**src/design/timer_capture_regs.svh**
```systemverilog
// register offsets, field positions and constant values of the timer
`ifndef TIMER_CAPTURE_REGS_SVH
`define TIMER_CAPTURE_REGS_SVH

`define NUM_CHANNELS      2
`define ADDR_W            12

`define OFS_STATUS_CONTROL 12'h000
`define OFS_COUNT_HIGH     12'h004
`define OFS_COUNT_LOW      12'h008
`define OFS_TERM_HIGH      12'h00c
`define OFS_TERM_LOW       12'h010
`define OFS_CHAN_BASE      12'h020
`define OFS_CHAN_END       12'h040
`define SUB_CHAN_SC        4'h0
`define SUB_CHAN_VH        4'h4
`define SUB_CHAN_VL        4'h8
`define CH_IDX_BIT         4
`define CH_SUB_HI          3

`define SC_FLAG_BIT        7
`define SC_IRQEN_BIT       6
`define SC_CPWM_BIT        5
`define SC_CLKS_HI         4
`define SC_CLKS_LO         3
`define SC_PS_HI           2
`define SC_PS_LO           0

`define CH_FLAG_BIT        7
`define CH_IRQEN_BIT       6
`define CH_MODE_HI         5
`define CH_MODE_LO         4
`define CH_EDGE_HI         3
`define CH_EDGE_LO         2

`define BYTE_HI            7
`define MODE_CAPTURE       2'h0
`define COUNT_ZERO         16'h0000
`define COUNT_ONE          16'h0001
`define COUNT_ALL_ONES     16'hffff
`define PRE_ONE            7'h01
`define PRE_ZERO           7'h00
`define DATA_ZERO          32'h0000_0000

`endif

```
**src/design/timer_capture_pkg.sv**
```systemverilog
// types shared by the timer design files
package timer_capture_pkg;

  typedef enum logic [1:0] {
    CLK_OFF   = 2'b00,
    CLK_BUS   = 2'b01,
    CLK_FIXED = 2'b10,
    CLK_EXT   = 2'b11
  } clk_src_t;

  typedef enum logic [1:0] {
    EDGE_RELEASED = 2'b00,
    EDGE_RISE     = 2'b01,
    EDGE_FALL     = 2'b10,
    EDGE_BOTH     = 2'b11
  } edge_sel_t;

endpackage : timer_capture_pkg

```
**src/design/sync_edge_if.sv**
```systemverilog
// synchronised pin level and edge pulses
interface sync_edge_if;
  logic level;
  logic rise;
  logic fall;
  modport src (output level, output rise, output fall);
  modport dst (input level, input rise, input fall);
endinterface : sync_edge_if

```
**src/design/pin_sync_edge.sv**
```systemverilog
// three-stage pin synchroniser with agreement filter and edge pulses
module pin_sync_edge (
  input  wire logic   pclk,
  input  wire logic   presetn,
  input  wire logic   pin,
  sync_edge_if.src    e
);
  logic s1_r;
  logic s2_r;
  logic s3_r;
  logic stable_r;
  logic rise_r;
  logic fall_r;

  always_ff @(posedge pclk or negedge presetn) begin
    if (!presetn) begin
      s1_r <= 1'b0;
      s2_r <= 1'b0;
      s3_r <= 1'b0;
    end else begin
      s1_r <= pin;
      s2_r <= s1_r;
      s3_r <= s2_r;
    end
  end

  always_ff @(posedge pclk or negedge presetn) begin
    if (!presetn) begin
      stable_r <= 1'b0;
      rise_r   <= 1'b0;
      fall_r   <= 1'b0;
    end else begin
      rise_r <= (s2_r == s3_r) && s3_r && !stable_r;
      fall_r <= (s2_r == s3_r) && !s3_r && stable_r;
      if (s2_r == s3_r) begin
        stable_r <= s3_r;
      end
    end
  end

  assign e.level = stable_r;
  assign e.rise  = rise_r;
  assign e.fall  = fall_r;
endmodule : pin_sync_edge

```
**src/design/timer_counter_input_capture.sv**
```systemverilog
// 16-bit timer counter with prescaler, wrap flag and input capture channels on apb
//
// Function
// RQ1 - clock source field picks off, bus clock, fixed clock or external pin
// RQ2 - reset clears the clock source field so the timer is idle
// RQ3 - source field always read/write; stopping keeps counter and registers
// RQ4 - external clock is synchronised on the bus clock; source at most quarter rate
// RQ5 - fixed clock equals bus clock unless a loop is engaged, then synchronised
// RQ6 - center pwm select forces all channels to center pwm and up/down counting; here it selects up/down counting and stops capture on all channels, with no pwm
// RQ7 - wrap interrupt is a level while wrap flag and its enable are both set
// RQ8 - free up count runs zero to all ones, wraps and sets wrap flag
// RQ9 - with a modulus the up count returns to zero after it, setting wrap flag
// RQ10 - up/down count goes zero to terminal and back, ends lasting one step
// RQ11 - up/down mode sets wrap flag when leaving the terminal count downward
// RQ12 - writing either counter byte clears the counter and its read latch
// RQ13 - without center pwm two mode bits choose each channel's function
// RQ14 - active pin edge copies the counter into the channel value register
// RQ15 - channel value bytes ignore writes while in capture mode
// RQ16 - byte reads of a capture are coherent; status write resets the latch
// RQ17 - each capture sets the channel flag, raising interrupt when enabled
// RQ18 - capture still works in debug halt using the frozen counter
// RQ19 - software must not capture on a pin that also feeds the external clock
// RQ20 - edge field: rising, falling, both, or zero releases the pin
// RQ21 - reset clears control, center select and channel mode and edge bits
// RQ22 - selected clock passes a programmable prescaler that steps the counter
`include "timer_capture_regs.svh"
module timer_counter_input_capture (
  input  wire logic                         pclk,
  input  wire logic                         presetn,
  input  wire logic                         psel,
  input  wire logic                         penable,
  input  wire logic                         pwrite,
  input  wire logic [`ADDR_W-1:0]           paddr,
  input  wire logic [31:0]                  pwdata,
  output logic      [31:0]                  prdata,
  output logic                              pready,
  output logic                              pslverr,
  input  wire logic                         ext_clk_pin,
  input  wire logic                         fixed_clk,
  input  wire logic                         loop_engaged,
  input  wire logic                         debug_halt_mode,
  input  wire logic [`NUM_CHANNELS-1:0]     chan_pin,
  output logic                              wrap_irq,
  output logic      [`NUM_CHANNELS-1:0]     chan_irq,
  output logic      [`NUM_CHANNELS-1:0]     chan_pin_owned
);
  localparam int NCH = `NUM_CHANNELS;

  timer_capture_pkg::clk_src_t clk_src_r;
  logic [2:0]                  prescale_r;
  logic                        cpwm_r, wrap_irq_en_r, wrap_flag_r, count_down_r;
  logic                        cnt_lat_r, cnt_lat_hi_r, pready_r, pslverr_r, wrap_irq_r;
  logic [15:0]                 count_r, term_r, cnt_buf_r;
  logic [6:0]                  pre_cnt_r;
  logic [31:0]                 prdata_r;
  logic [NCH-1:0]              chan_irq_r, pin_owned_r;
  logic                        acc_wr, rd_go, unmapped, tick, step, down_nxt, wrap_set, cnt_wr;
  logic                        hit_sc, hit_cnt_h, hit_cnt_l, hit_term_h, hit_term_l;
  logic                        hit_ch_sc, hit_ch_vh, hit_ch_vl;
  logic [`ADDR_W-1:0]          ch_off;
  logic [0:0]                  ch_idx;
  logic [31:0]                 rd_data;
  logic [6:0]                  pre_mask;
  logic [15:0]                 term, count_nxt;
  logic                        ch_flag_w  [NCH];
  logic                        ch_irqen_w [NCH];
  logic [1:0]                  ch_edge_w  [NCH];
  logic [7:0]                  ch_sc_rd   [NCH];
  logic [7:0]                  ch_rd_hi   [NCH];
  logic [7:0]                  ch_rd_lo   [NCH];
  sync_edge_if ext_e ();
  sync_edge_if fix_e ();

  pin_sync_edge u_ext_sync (.pclk(pclk), .presetn(presetn), .pin(ext_clk_pin), .e(ext_e));
  pin_sync_edge u_fix_sync (.pclk(pclk), .presetn(presetn), .pin(fixed_clk), .e(fix_e));

  assign acc_wr = psel && penable && pready_r && pwrite;
  assign rd_go  = psel && penable && !pready_r && !pwrite;
  assign cnt_wr = acc_wr && (hit_cnt_h || hit_cnt_l);

  // address decode
  always_comb begin
    hit_sc     = 1'b0;
    hit_cnt_h  = 1'b0;
    hit_cnt_l  = 1'b0;
    hit_term_h = 1'b0;
    hit_term_l = 1'b0;
    hit_ch_sc  = 1'b0;
    hit_ch_vh  = 1'b0;
    hit_ch_vl  = 1'b0;
    unmapped   = 1'b0;
    ch_off     = paddr - `OFS_CHAN_BASE;
    ch_idx     = ch_off[`CH_IDX_BIT];
    if (paddr == `OFS_STATUS_CONTROL) begin
      hit_sc = 1'b1;
    end else if (paddr == `OFS_COUNT_HIGH) begin
      hit_cnt_h = 1'b1;
    end else if (paddr == `OFS_COUNT_LOW) begin
      hit_cnt_l = 1'b1;
    end else if (paddr == `OFS_TERM_HIGH) begin
      hit_term_h = 1'b1;
    end else if (paddr == `OFS_TERM_LOW) begin
      hit_term_l = 1'b1;
    end else if (paddr >= `OFS_CHAN_BASE && paddr < `OFS_CHAN_END &&
                 ch_off[`CH_SUB_HI:0] == `SUB_CHAN_SC) begin
      hit_ch_sc = 1'b1;
    end else if (paddr >= `OFS_CHAN_BASE && paddr < `OFS_CHAN_END &&
                 ch_off[`CH_SUB_HI:0] == `SUB_CHAN_VH) begin
      hit_ch_vh = 1'b1;
    end else if (paddr >= `OFS_CHAN_BASE && paddr < `OFS_CHAN_END &&
                 ch_off[`CH_SUB_HI:0] == `SUB_CHAN_VL) begin
      hit_ch_vl = 1'b1;
    end else begin
      unmapped = 1'b1;
    end
  end

  // read data mux
  always_comb begin
    rd_data = `DATA_ZERO;
    if (hit_sc) begin
      rd_data[`SC_FLAG_BIT]              = wrap_flag_r;
      rd_data[`SC_IRQEN_BIT]             = wrap_irq_en_r;
      rd_data[`SC_CPWM_BIT]              = cpwm_r;
      rd_data[`SC_CLKS_HI:`SC_CLKS_LO]   = clk_src_r;
      rd_data[`SC_PS_HI:`SC_PS_LO]       = prescale_r;
    end else if (hit_cnt_h) begin
      rd_data[`BYTE_HI:0] = (cnt_lat_r && !debug_halt_mode) ? cnt_buf_r[15:8] : count_r[15:8];
    end else if (hit_cnt_l) begin
      rd_data[`BYTE_HI:0] = (cnt_lat_r && !debug_halt_mode) ? cnt_buf_r[7:0] : count_r[7:0];
    end else if (hit_term_h) begin
      rd_data[`BYTE_HI:0] = term_r[15:8];
    end else if (hit_term_l) begin
      rd_data[`BYTE_HI:0] = term_r[7:0];
    end else if (hit_ch_sc) begin
      rd_data[`BYTE_HI:0] = ch_sc_rd[ch_idx];
    end else if (hit_ch_vh) begin
      rd_data[`BYTE_HI:0] = ch_rd_hi[ch_idx];
    end else if (hit_ch_vl) begin
      rd_data[`BYTE_HI:0] = ch_rd_lo[ch_idx];
    end
  end

  // apb slave handshake, one wait state
  always_ff @(posedge pclk or negedge presetn) begin
    if (!presetn) begin
      pready_r  <= 1'b0;
      prdata_r  <= `DATA_ZERO;
      pslverr_r <= 1'b0;
    end else begin
      pready_r <= psel && penable && !pready_r;
      if (psel && penable && !pready_r) begin
        prdata_r  <= pwrite ? `DATA_ZERO : rd_data;
        pslverr_r <= unmapped;
      end
    end
  end

  // main control register
  always_ff @(posedge pclk or negedge presetn) begin
    if (!presetn) begin
      clk_src_r     <= timer_capture_pkg::CLK_OFF; // RQ2
      prescale_r    <= 3'h0; // RQ21
      cpwm_r        <= 1'b0; // RQ21
      wrap_irq_en_r <= 1'b0; // RQ21
    end else if (acc_wr && hit_sc) begin
      clk_src_r     <= timer_capture_pkg::clk_src_t'(pwdata[`SC_CLKS_HI:`SC_CLKS_LO]); // RQ3
      prescale_r    <= pwdata[`SC_PS_HI:`SC_PS_LO];
      cpwm_r        <= pwdata[`SC_CPWM_BIT];
      wrap_irq_en_r <= pwdata[`SC_IRQEN_BIT];
    end
  end

  always_ff @(posedge pclk or negedge presetn) begin
    if (!presetn) begin
      term_r <= `COUNT_ZERO;
    end else if (acc_wr && hit_term_h) begin
      term_r[15:8] <= pwdata[`BYTE_HI:0];
    end else if (acc_wr && hit_term_l) begin
      term_r[7:0] <= pwdata[`BYTE_HI:0];
    end
  end

  // clock source selection and prescaler
  always_comb begin
    case (clk_src_r)
      timer_capture_pkg::CLK_OFF:   tick = 1'b0; // RQ1
      timer_capture_pkg::CLK_BUS:   tick = 1'b1; // RQ1
      timer_capture_pkg::CLK_FIXED: tick = loop_engaged ? fix_e.rise : 1'b1; // RQ5
      default:                      tick = ext_e.rise; // RQ4
    endcase
  end

  assign pre_mask = 7'((8'h01 << prescale_r) - 8'h01);
  assign step     = tick && !debug_halt_mode && ((pre_cnt_r & pre_mask) == pre_mask); // RQ22

  // counting modes
  always_comb begin
    term      = (term_r == `COUNT_ZERO) ? `COUNT_ALL_ONES : term_r;
    count_nxt = count_r + `COUNT_ONE;
    down_nxt  = count_down_r;
    wrap_set  = 1'b0;
    if (cpwm_r) begin // RQ6
      if (!count_down_r) begin
        if (count_r >= term) begin
          count_nxt = count_r - `COUNT_ONE; // RQ10
          down_nxt  = 1'b1;
          wrap_set  = step; // RQ11
        end
      end else if (count_r == `COUNT_ZERO) begin
        down_nxt = 1'b0; // RQ10
      end else begin
        count_nxt = count_r - `COUNT_ONE;
      end
    end else begin
      down_nxt = 1'b0;
      if (count_r == term || count_r == `COUNT_ALL_ONES) begin
        count_nxt = `COUNT_ZERO; // RQ8 RQ9
        wrap_set  = step; // RQ8 RQ9
      end
    end
  end

  always_ff @(posedge pclk or negedge presetn) begin
    if (!presetn) begin
      count_r      <= `COUNT_ZERO;
      count_down_r <= 1'b0;
      pre_cnt_r    <= `PRE_ZERO;
    end else if (cnt_wr) begin
      count_r      <= `COUNT_ZERO; // RQ12
      count_down_r <= 1'b0;
      pre_cnt_r    <= `PRE_ZERO;
    end else if (tick && !debug_halt_mode) begin
      pre_cnt_r <= pre_cnt_r + `PRE_ONE; // RQ22
      if (step) begin
        count_r      <= count_nxt;
        count_down_r <= down_nxt;
      end
    end
  end

  always_ff @(posedge pclk or negedge presetn) begin
    if (!presetn) begin
      wrap_flag_r <= 1'b0;
    end else if (wrap_set) begin
      wrap_flag_r <= 1'b1;
    end else if (acc_wr && hit_sc && pwdata[`SC_FLAG_BIT]) begin
      wrap_flag_r <= 1'b0;
    end
  end

  // counter read coherency
  always_ff @(posedge pclk or negedge presetn) begin
    if (!presetn) begin
      cnt_lat_r    <= 1'b0;
      cnt_lat_hi_r <= 1'b0;
      cnt_buf_r    <= `COUNT_ZERO;
    end else if (cnt_wr) begin
      cnt_lat_r <= 1'b0; // RQ12
    end else if (rd_go && (hit_cnt_h || hit_cnt_l) && !debug_halt_mode) begin
      if (!cnt_lat_r) begin
        cnt_lat_r    <= 1'b1;
        cnt_lat_hi_r <= hit_cnt_h;
        cnt_buf_r    <= count_r;
      end else if (cnt_lat_hi_r != hit_cnt_h) begin
        cnt_lat_r <= 1'b0;
      end
    end
  end

  // capture channels
  for (genvar c = 0; c < NCH; c++) begin : g_ch
    sync_edge_if               pin_e ();
    logic                      flag_r, irqen_r, lat_r, lat_hi_r, sel, cap_mode, event_hit;
    logic [1:0]                mode_r;
    timer_capture_pkg::edge_sel_t edge_r;
    logic [15:0]               val_r, buf_r;

    pin_sync_edge u_pin_sync (.pclk(pclk), .presetn(presetn), .pin(chan_pin[c]), .e(pin_e));

    assign sel       = (ch_idx == 1'(c));
    assign cap_mode  = !cpwm_r && (mode_r == `MODE_CAPTURE); // RQ6 RQ13
    assign event_hit = cap_mode &&
      ((edge_r == timer_capture_pkg::EDGE_RISE && pin_e.rise) ||
       (edge_r == timer_capture_pkg::EDGE_FALL && pin_e.fall) ||
       (edge_r == timer_capture_pkg::EDGE_BOTH && (pin_e.rise || pin_e.fall))); // RQ20 RQ14

    always_ff @(posedge pclk or negedge presetn) begin
      if (!presetn) begin
        irqen_r <= 1'b0;
        mode_r  <= `MODE_CAPTURE; // RQ21
        edge_r  <= timer_capture_pkg::EDGE_RELEASED; // RQ21
      end else if (acc_wr && hit_ch_sc && sel) begin
        irqen_r <= pwdata[`CH_IRQEN_BIT];
        mode_r  <= pwdata[`CH_MODE_HI:`CH_MODE_LO]; // RQ13
        edge_r  <= timer_capture_pkg::edge_sel_t'(pwdata[`CH_EDGE_HI:`CH_EDGE_LO]);
      end
    end

    always_ff @(posedge pclk or negedge presetn) begin
      if (!presetn) begin
        flag_r <= 1'b0;
      end else if (event_hit) begin
        flag_r <= 1'b1; // RQ17 RQ18
      end else if (acc_wr && hit_ch_sc && sel && pwdata[`CH_FLAG_BIT]) begin
        flag_r <= 1'b0;
      end
    end

    always_ff @(posedge pclk or negedge presetn) begin
      if (!presetn) begin
        val_r <= `COUNT_ZERO;
      end else if (event_hit) begin
        val_r <= count_r; // RQ14 RQ18
      end else if (!cap_mode && acc_wr && hit_ch_vh && sel) begin
        val_r[15:8] <= pwdata[`BYTE_HI:0]; // RQ15
      end else if (!cap_mode && acc_wr && hit_ch_vl && sel) begin
        val_r[7:0] <= pwdata[`BYTE_HI:0]; // RQ15
      end
    end

    always_ff @(posedge pclk or negedge presetn) begin
      if (!presetn) begin
        lat_r    <= 1'b0;
        lat_hi_r <= 1'b0;
        buf_r    <= `COUNT_ZERO;
      end else if (acc_wr && hit_ch_sc && sel) begin
        lat_r <= 1'b0; // RQ16
      end else if (rd_go && (hit_ch_vh || hit_ch_vl) && sel && !debug_halt_mode) begin
        if (!lat_r) begin
          lat_r    <= 1'b1; // RQ16
          lat_hi_r <= hit_ch_vh;
          buf_r    <= val_r;
        end else if (lat_hi_r != hit_ch_vh) begin
          lat_r <= 1'b0; // RQ16
        end
      end
    end

    assign ch_flag_w[c]  = flag_r;
    assign ch_irqen_w[c] = irqen_r;
    assign ch_edge_w[c]  = edge_r;
    assign ch_sc_rd[c]   = {flag_r, irqen_r, mode_r, edge_r, 2'b00};
    assign ch_rd_hi[c]   = (lat_r && !debug_halt_mode) ? buf_r[15:8] : val_r[15:8];
    assign ch_rd_lo[c]   = (lat_r && !debug_halt_mode) ? buf_r[7:0] : val_r[7:0];
  end

  // interrupt levels and pin ownership
  always_ff @(posedge pclk or negedge presetn) begin
    if (!presetn) begin
      wrap_irq_r  <= 1'b0;
      chan_irq_r  <= '0;
      pin_owned_r <= '0;
    end else begin
      wrap_irq_r <= wrap_flag_r && wrap_irq_en_r; // RQ7
      for (int i = 0; i < NCH; i++) begin
        chan_irq_r[i]  <= ch_flag_w[i] && ch_irqen_w[i]; // RQ17
        pin_owned_r[i] <= (ch_edge_w[i] != timer_capture_pkg::EDGE_RELEASED); // RQ20
      end
    end
  end

  assign prdata         = prdata_r;
  assign pready         = pready_r;
  assign pslverr        = pslverr_r;
  assign wrap_irq       = wrap_irq_r;
  assign chan_irq       = chan_irq_r;
  assign chan_pin_owned = pin_owned_r;
endmodule : timer_counter_input_capture
```
**config.mk**
```make
export PLATFORM = sky130hd
export DESIGN_NAME = timer_counter_input_capture
export DESIGN_NICKNAME = d
export VERILOG_FILES = /design/src/design/timer_capture_pkg.sv /design/src/design/sync_edge_if.sv /design/src/design/pin_sync_edge.sv /design/src/design/timer_counter_input_capture.sv
export VERILOG_INCLUDE_DIRS = /design/src /design/src/design
export SDC_FILE = /design/constraint.sdc
export NUM_CORES = 1
export LEC_CHECK = 0
export BUFFER_PORTS_ARGS = -buffer_cell sky130_fd_sc_hd__buf_2
export CAP_MARGIN = 10
export CORE_MARGIN = 8
export CORE_UTILIZATION = 40
export DETAILED_ROUTE_END_ITERATION = 7
export GPL_TIMING_DRIVEN = 0
export SLEW_MARGIN = 20
export SYNTH_ARGS = -nofsm -noshare
export SYNTH_HDL_FRONTEND = slang
export SYNTH_SLANG_ARGS = --single-unit
```
**constraint.sdc**
```tcl
create_clock -name pclk -period 4.4 [get_ports pclk]
set_clock_uncertainty 0.1 [all_clocks]
set_input_delay 0.88 -clock pclk [delete_from_list [all_inputs] [get_ports pclk]]
set_output_delay 0.88 -clock pclk [all_outputs]
set_load 0.01 [all_outputs]
```
==> flow_summary.toml <==
[grt]
grt_max_degree = 73
grt_pass1_wl_um = 46700
antenna_found_initial = 1
track_usage_pct = 19.9
grt_pass1_vias = 7749
grt_overflow_total = 0

[clocking]
clockBufferDepth = 2
cts_root_buffer = "clkbuf_16"
clock-sinks = 183
clk_pin_slew_ps = 80
cts_tree = "built"
clk_latency_ps = 440
cts_inserted_buffers = 17
cts_setup_buffers = 0
htreeDepth = 4

[min_path]
worstHoldPathType = "primary input to asynchronous set/reset pin"

[synth]
syn_area_per_cell_um2 = 9.50
synthArstFlopShare_pct = 100
yosysSeqAreaShare_pct = 46.2
synth_area_mm2 = 0.00992
synth-edff-count = 0
synthCells = 1044
synth_ff_type = "dfrtp_1"
yosysWarnings = 0
synth-seq-cells = 183
synth.distinct_cells = 69

[sta]
finalCritPeriodShare_pct = 94.1
setup_viol = 0
drv_slew = 0
finalHoldViolCount = 0
period_minus_slack_ps = 4140
rsz0062_at_grt = "false"
setup_tns_ps = 0
slew_headroom_pct = 35.6
worst_pin_slew_ps = 957
worst_slack_ps = 261
fmax_mhz = 242

[critical_path]
start_kind = "register"
slowest_stage = "dfrtp_1"
endpoint_kind = "register"
worstPathArrival_ps = 4370
max_stage_delay_ps = 450
r2r_cells = 14
crit_fanout = 10
rr_endpoint = "count_r[7]"
crit_chain = "nor4_1, and4_1, clkbuf_2, nor2_1, ha_1, a21o_1, a221o_1, a311oi_1, and4_4, or2_1, buf_6, mux2_2, a21o_1, mux2_2"
ff2ff_setup_slack_ps = 260
path_class = "register to register"
timing.rr.start = "term_r[12]"
worstPathRequired_ps = 4630

[finish]
syn2layout_area_growth_pct = 13.7
multiInputGateArea_mm2 = 0.00491
fin_util_pct = 46.4
diodes = 0
drive_gt1_share_pct = 17.6
fin_nets = 1207
ff_latch_area_mm2 = 0.00458
nFillCells = 2337

[power]
power.total_mw = 3.46
p_per_area_mw_per_mm2 = 307
vdd_drop_max_mv = 0.232
p_leak_nw = 5.20

[place]
gp_congestion = 0.905
dpl.hpwl_um = 21400
dp_slack_ps = 83.9
port_buffers = 39

[die]
die_area_mm2 = 0.0301
core_area_mm2 = 0.0243
ios = 94
die_w_um = 173
initial_utilization_pct = 40.8
die_height_um = 173
rows = 57

[detailed_routing]
dr.pass1.iters = 5
drc = 0
postRouteAntennaNets = 0
wl_um = 30000
initialDrtViolationCount = 850
via_per_inst = 5.57
wl_per_cell_um = 20.5
routed-via-count = 8150

[status]
status = "complete, no violations"

[flow_run]
drv_cap = 0
## synthesized netlist by cell type (6+ instances only)
library cell / count / area share, %
o211ai_1: 9 / 0.68
nand2b_1: 8 / 0.50
ha_1: 26 / 3.3
a211oi_1: 13 / 0.98
buf_4: 25 / 1.9
a21oi_1: 37 / 1.9
a22oi_1: 11 / 0.83
and3_1: 12 / 0.76
inv_1: 22 / 0.83
nand3_1: 18 / 0.91
a311oi_1: 9 / 0.79
nor3_1: 8 / 0.40
or3_1: 6 / 0.38
nor4_1: 8 / 0.50
mux2i_1: 45 / 4.5
mux2_2: 71 / 8.1
xor2_1: 7 / 0.62
clkbuf_1: 50 / 1.9
nor2b_1: 8 / 0.50
nor2_1: 62 / 2.3
and2_1: 21 / 1.3
dfrtp_1: 183 / 46
o22ai_1: 7 / 0.44
nand4_1: 7 / 0.44
o21ai_0: 75 / 3.8
a31oi_1: 12 / 0.76
nand2_1: 201 / 7.6
## flip-flops by register name (all words and copies together) (netlist names), 4 cells and up
name	cells
count_r	16
g_ch.mode_r	4
term_r	16
cnt_buf_r	16
g_ch.buf_r	32
g_ch.edge_r	4
g_ch.val_r	32
pre_cnt_r	7
prdata	8
## metal layers
layer,GRT usage (%),vias up,part of all wire [%]
li1,-,3785,-
met1,28.5,3937,46
met2,29.1,377,43
met3,4.51,49,8.8
met4,6.43,2,2.4
met5,0,-,0.027
## power by group
part / switching [mW] / internal, mW
Combinational: 0.116 / 0.0547
Clock: 0.761 / 0.821
Sequential: 0.0104 / 1.70
Total: 0.888 / 2.57
## worst max-delay path by stage
stage	startpoint	end	slack, ps	cells past startpoint
2_1_floorplan	term_r[3]	count_r[7]	550	15
3_3_place_gp	presetn	u_ext_sync.s2_r	-770	1
3_5_place_dp	term_r[11]	count_r[7]	80	15
4_1_cts	term_r[11]	count_r[7]	80	15
5_1_grt	term_r[8]	count_r[11]	40	14
6_report	term_r[12]	count_r[7]	260	14
## cell families after synthesis
group | count (synthesis) | synth area share (%)
AO/OA/AOI/OAI | 207 | 13.2
buffers and inverters | 108 | 5.18
other | 1 | 0.0378
AND/OR/NAND/NOR | 394 | 18.7
flip-flops | 183 | 46.2
adder cells (fa/ha/maj) | 26 | 3.28
XOR/XNOR | 8 | 0.706
multiplexers | 117 | 12.7
## final cells by class
type | count | area share (%)
sequential | 183 | 40.6
buffer | 85 | 3.80
multi-input combinational | 776 | 43.6
inverter | 22 | 0.732
tap | 324 | 3.59
clock inverter | 14 | 1.59
timing repair buffer | 41 | 2.31
clock buffer | 18 | 3.80
## timing repair
item,4_1_cts,5_1_grt
setup endpoints to repair,0,11
hold buffers,0,0
gates resized for setup,0,2
## worst max-delay path: cells and delay by family, from the launching register on
| family | cells | cell delay [ps] |
|---|---|---|
| AND/OR/NAND/NOR | 5 | 1150 |
| AO/OA/AOI/OAI | 4 | 1010 |
| multiplexers | 2 | 600 |
| flip-flops | 1 | 450 |
| buffers and inverters | 2 | 430 |
| adder cells (fa/ha/maj) | 1 | 290 |
## per-stage QoR
step	std cells	cell area (um2)	hold WS [ps]
after global routing	1463	11300	248
after CTS	1464	11300	241
after detailed placement	1432	10700	237
after floorplan	1067	10000	231
after global placement	1430	10600	232
final	1463	11300	229
## layout by cell type, fill, tap and decap left out, types with 5 or more instances in the layout
cell type	instances
nor3_1	8
mux2_2	71
buf_4	25
and2_1	21
o21ai_0	75
a311oi_1	9
o211ai_1	9
and3_1	12
nor4_1	8
nor2b_1	8
nand4_1	7
a21boi_0	5
conb_1	24
inv_1	22
xor2_1	7
inv_8	5
a31oi_1	12
clkbuf_16	17
nor2_1	62
ha_1	26
mux2i_1	45
a32oi_1	5
a21oi_1	37
buf_2	43
nand3_1	18
a211oi_1	13
a22oi_1	11
and4_1	5
or2_2	5
nor2_2	5
dfrtp_1	183
clkbuf_1	49
o22ai_1	7
nand2_1	201
nand2b_1	8
or3_1	6
(Power assumes the default switching activity.)
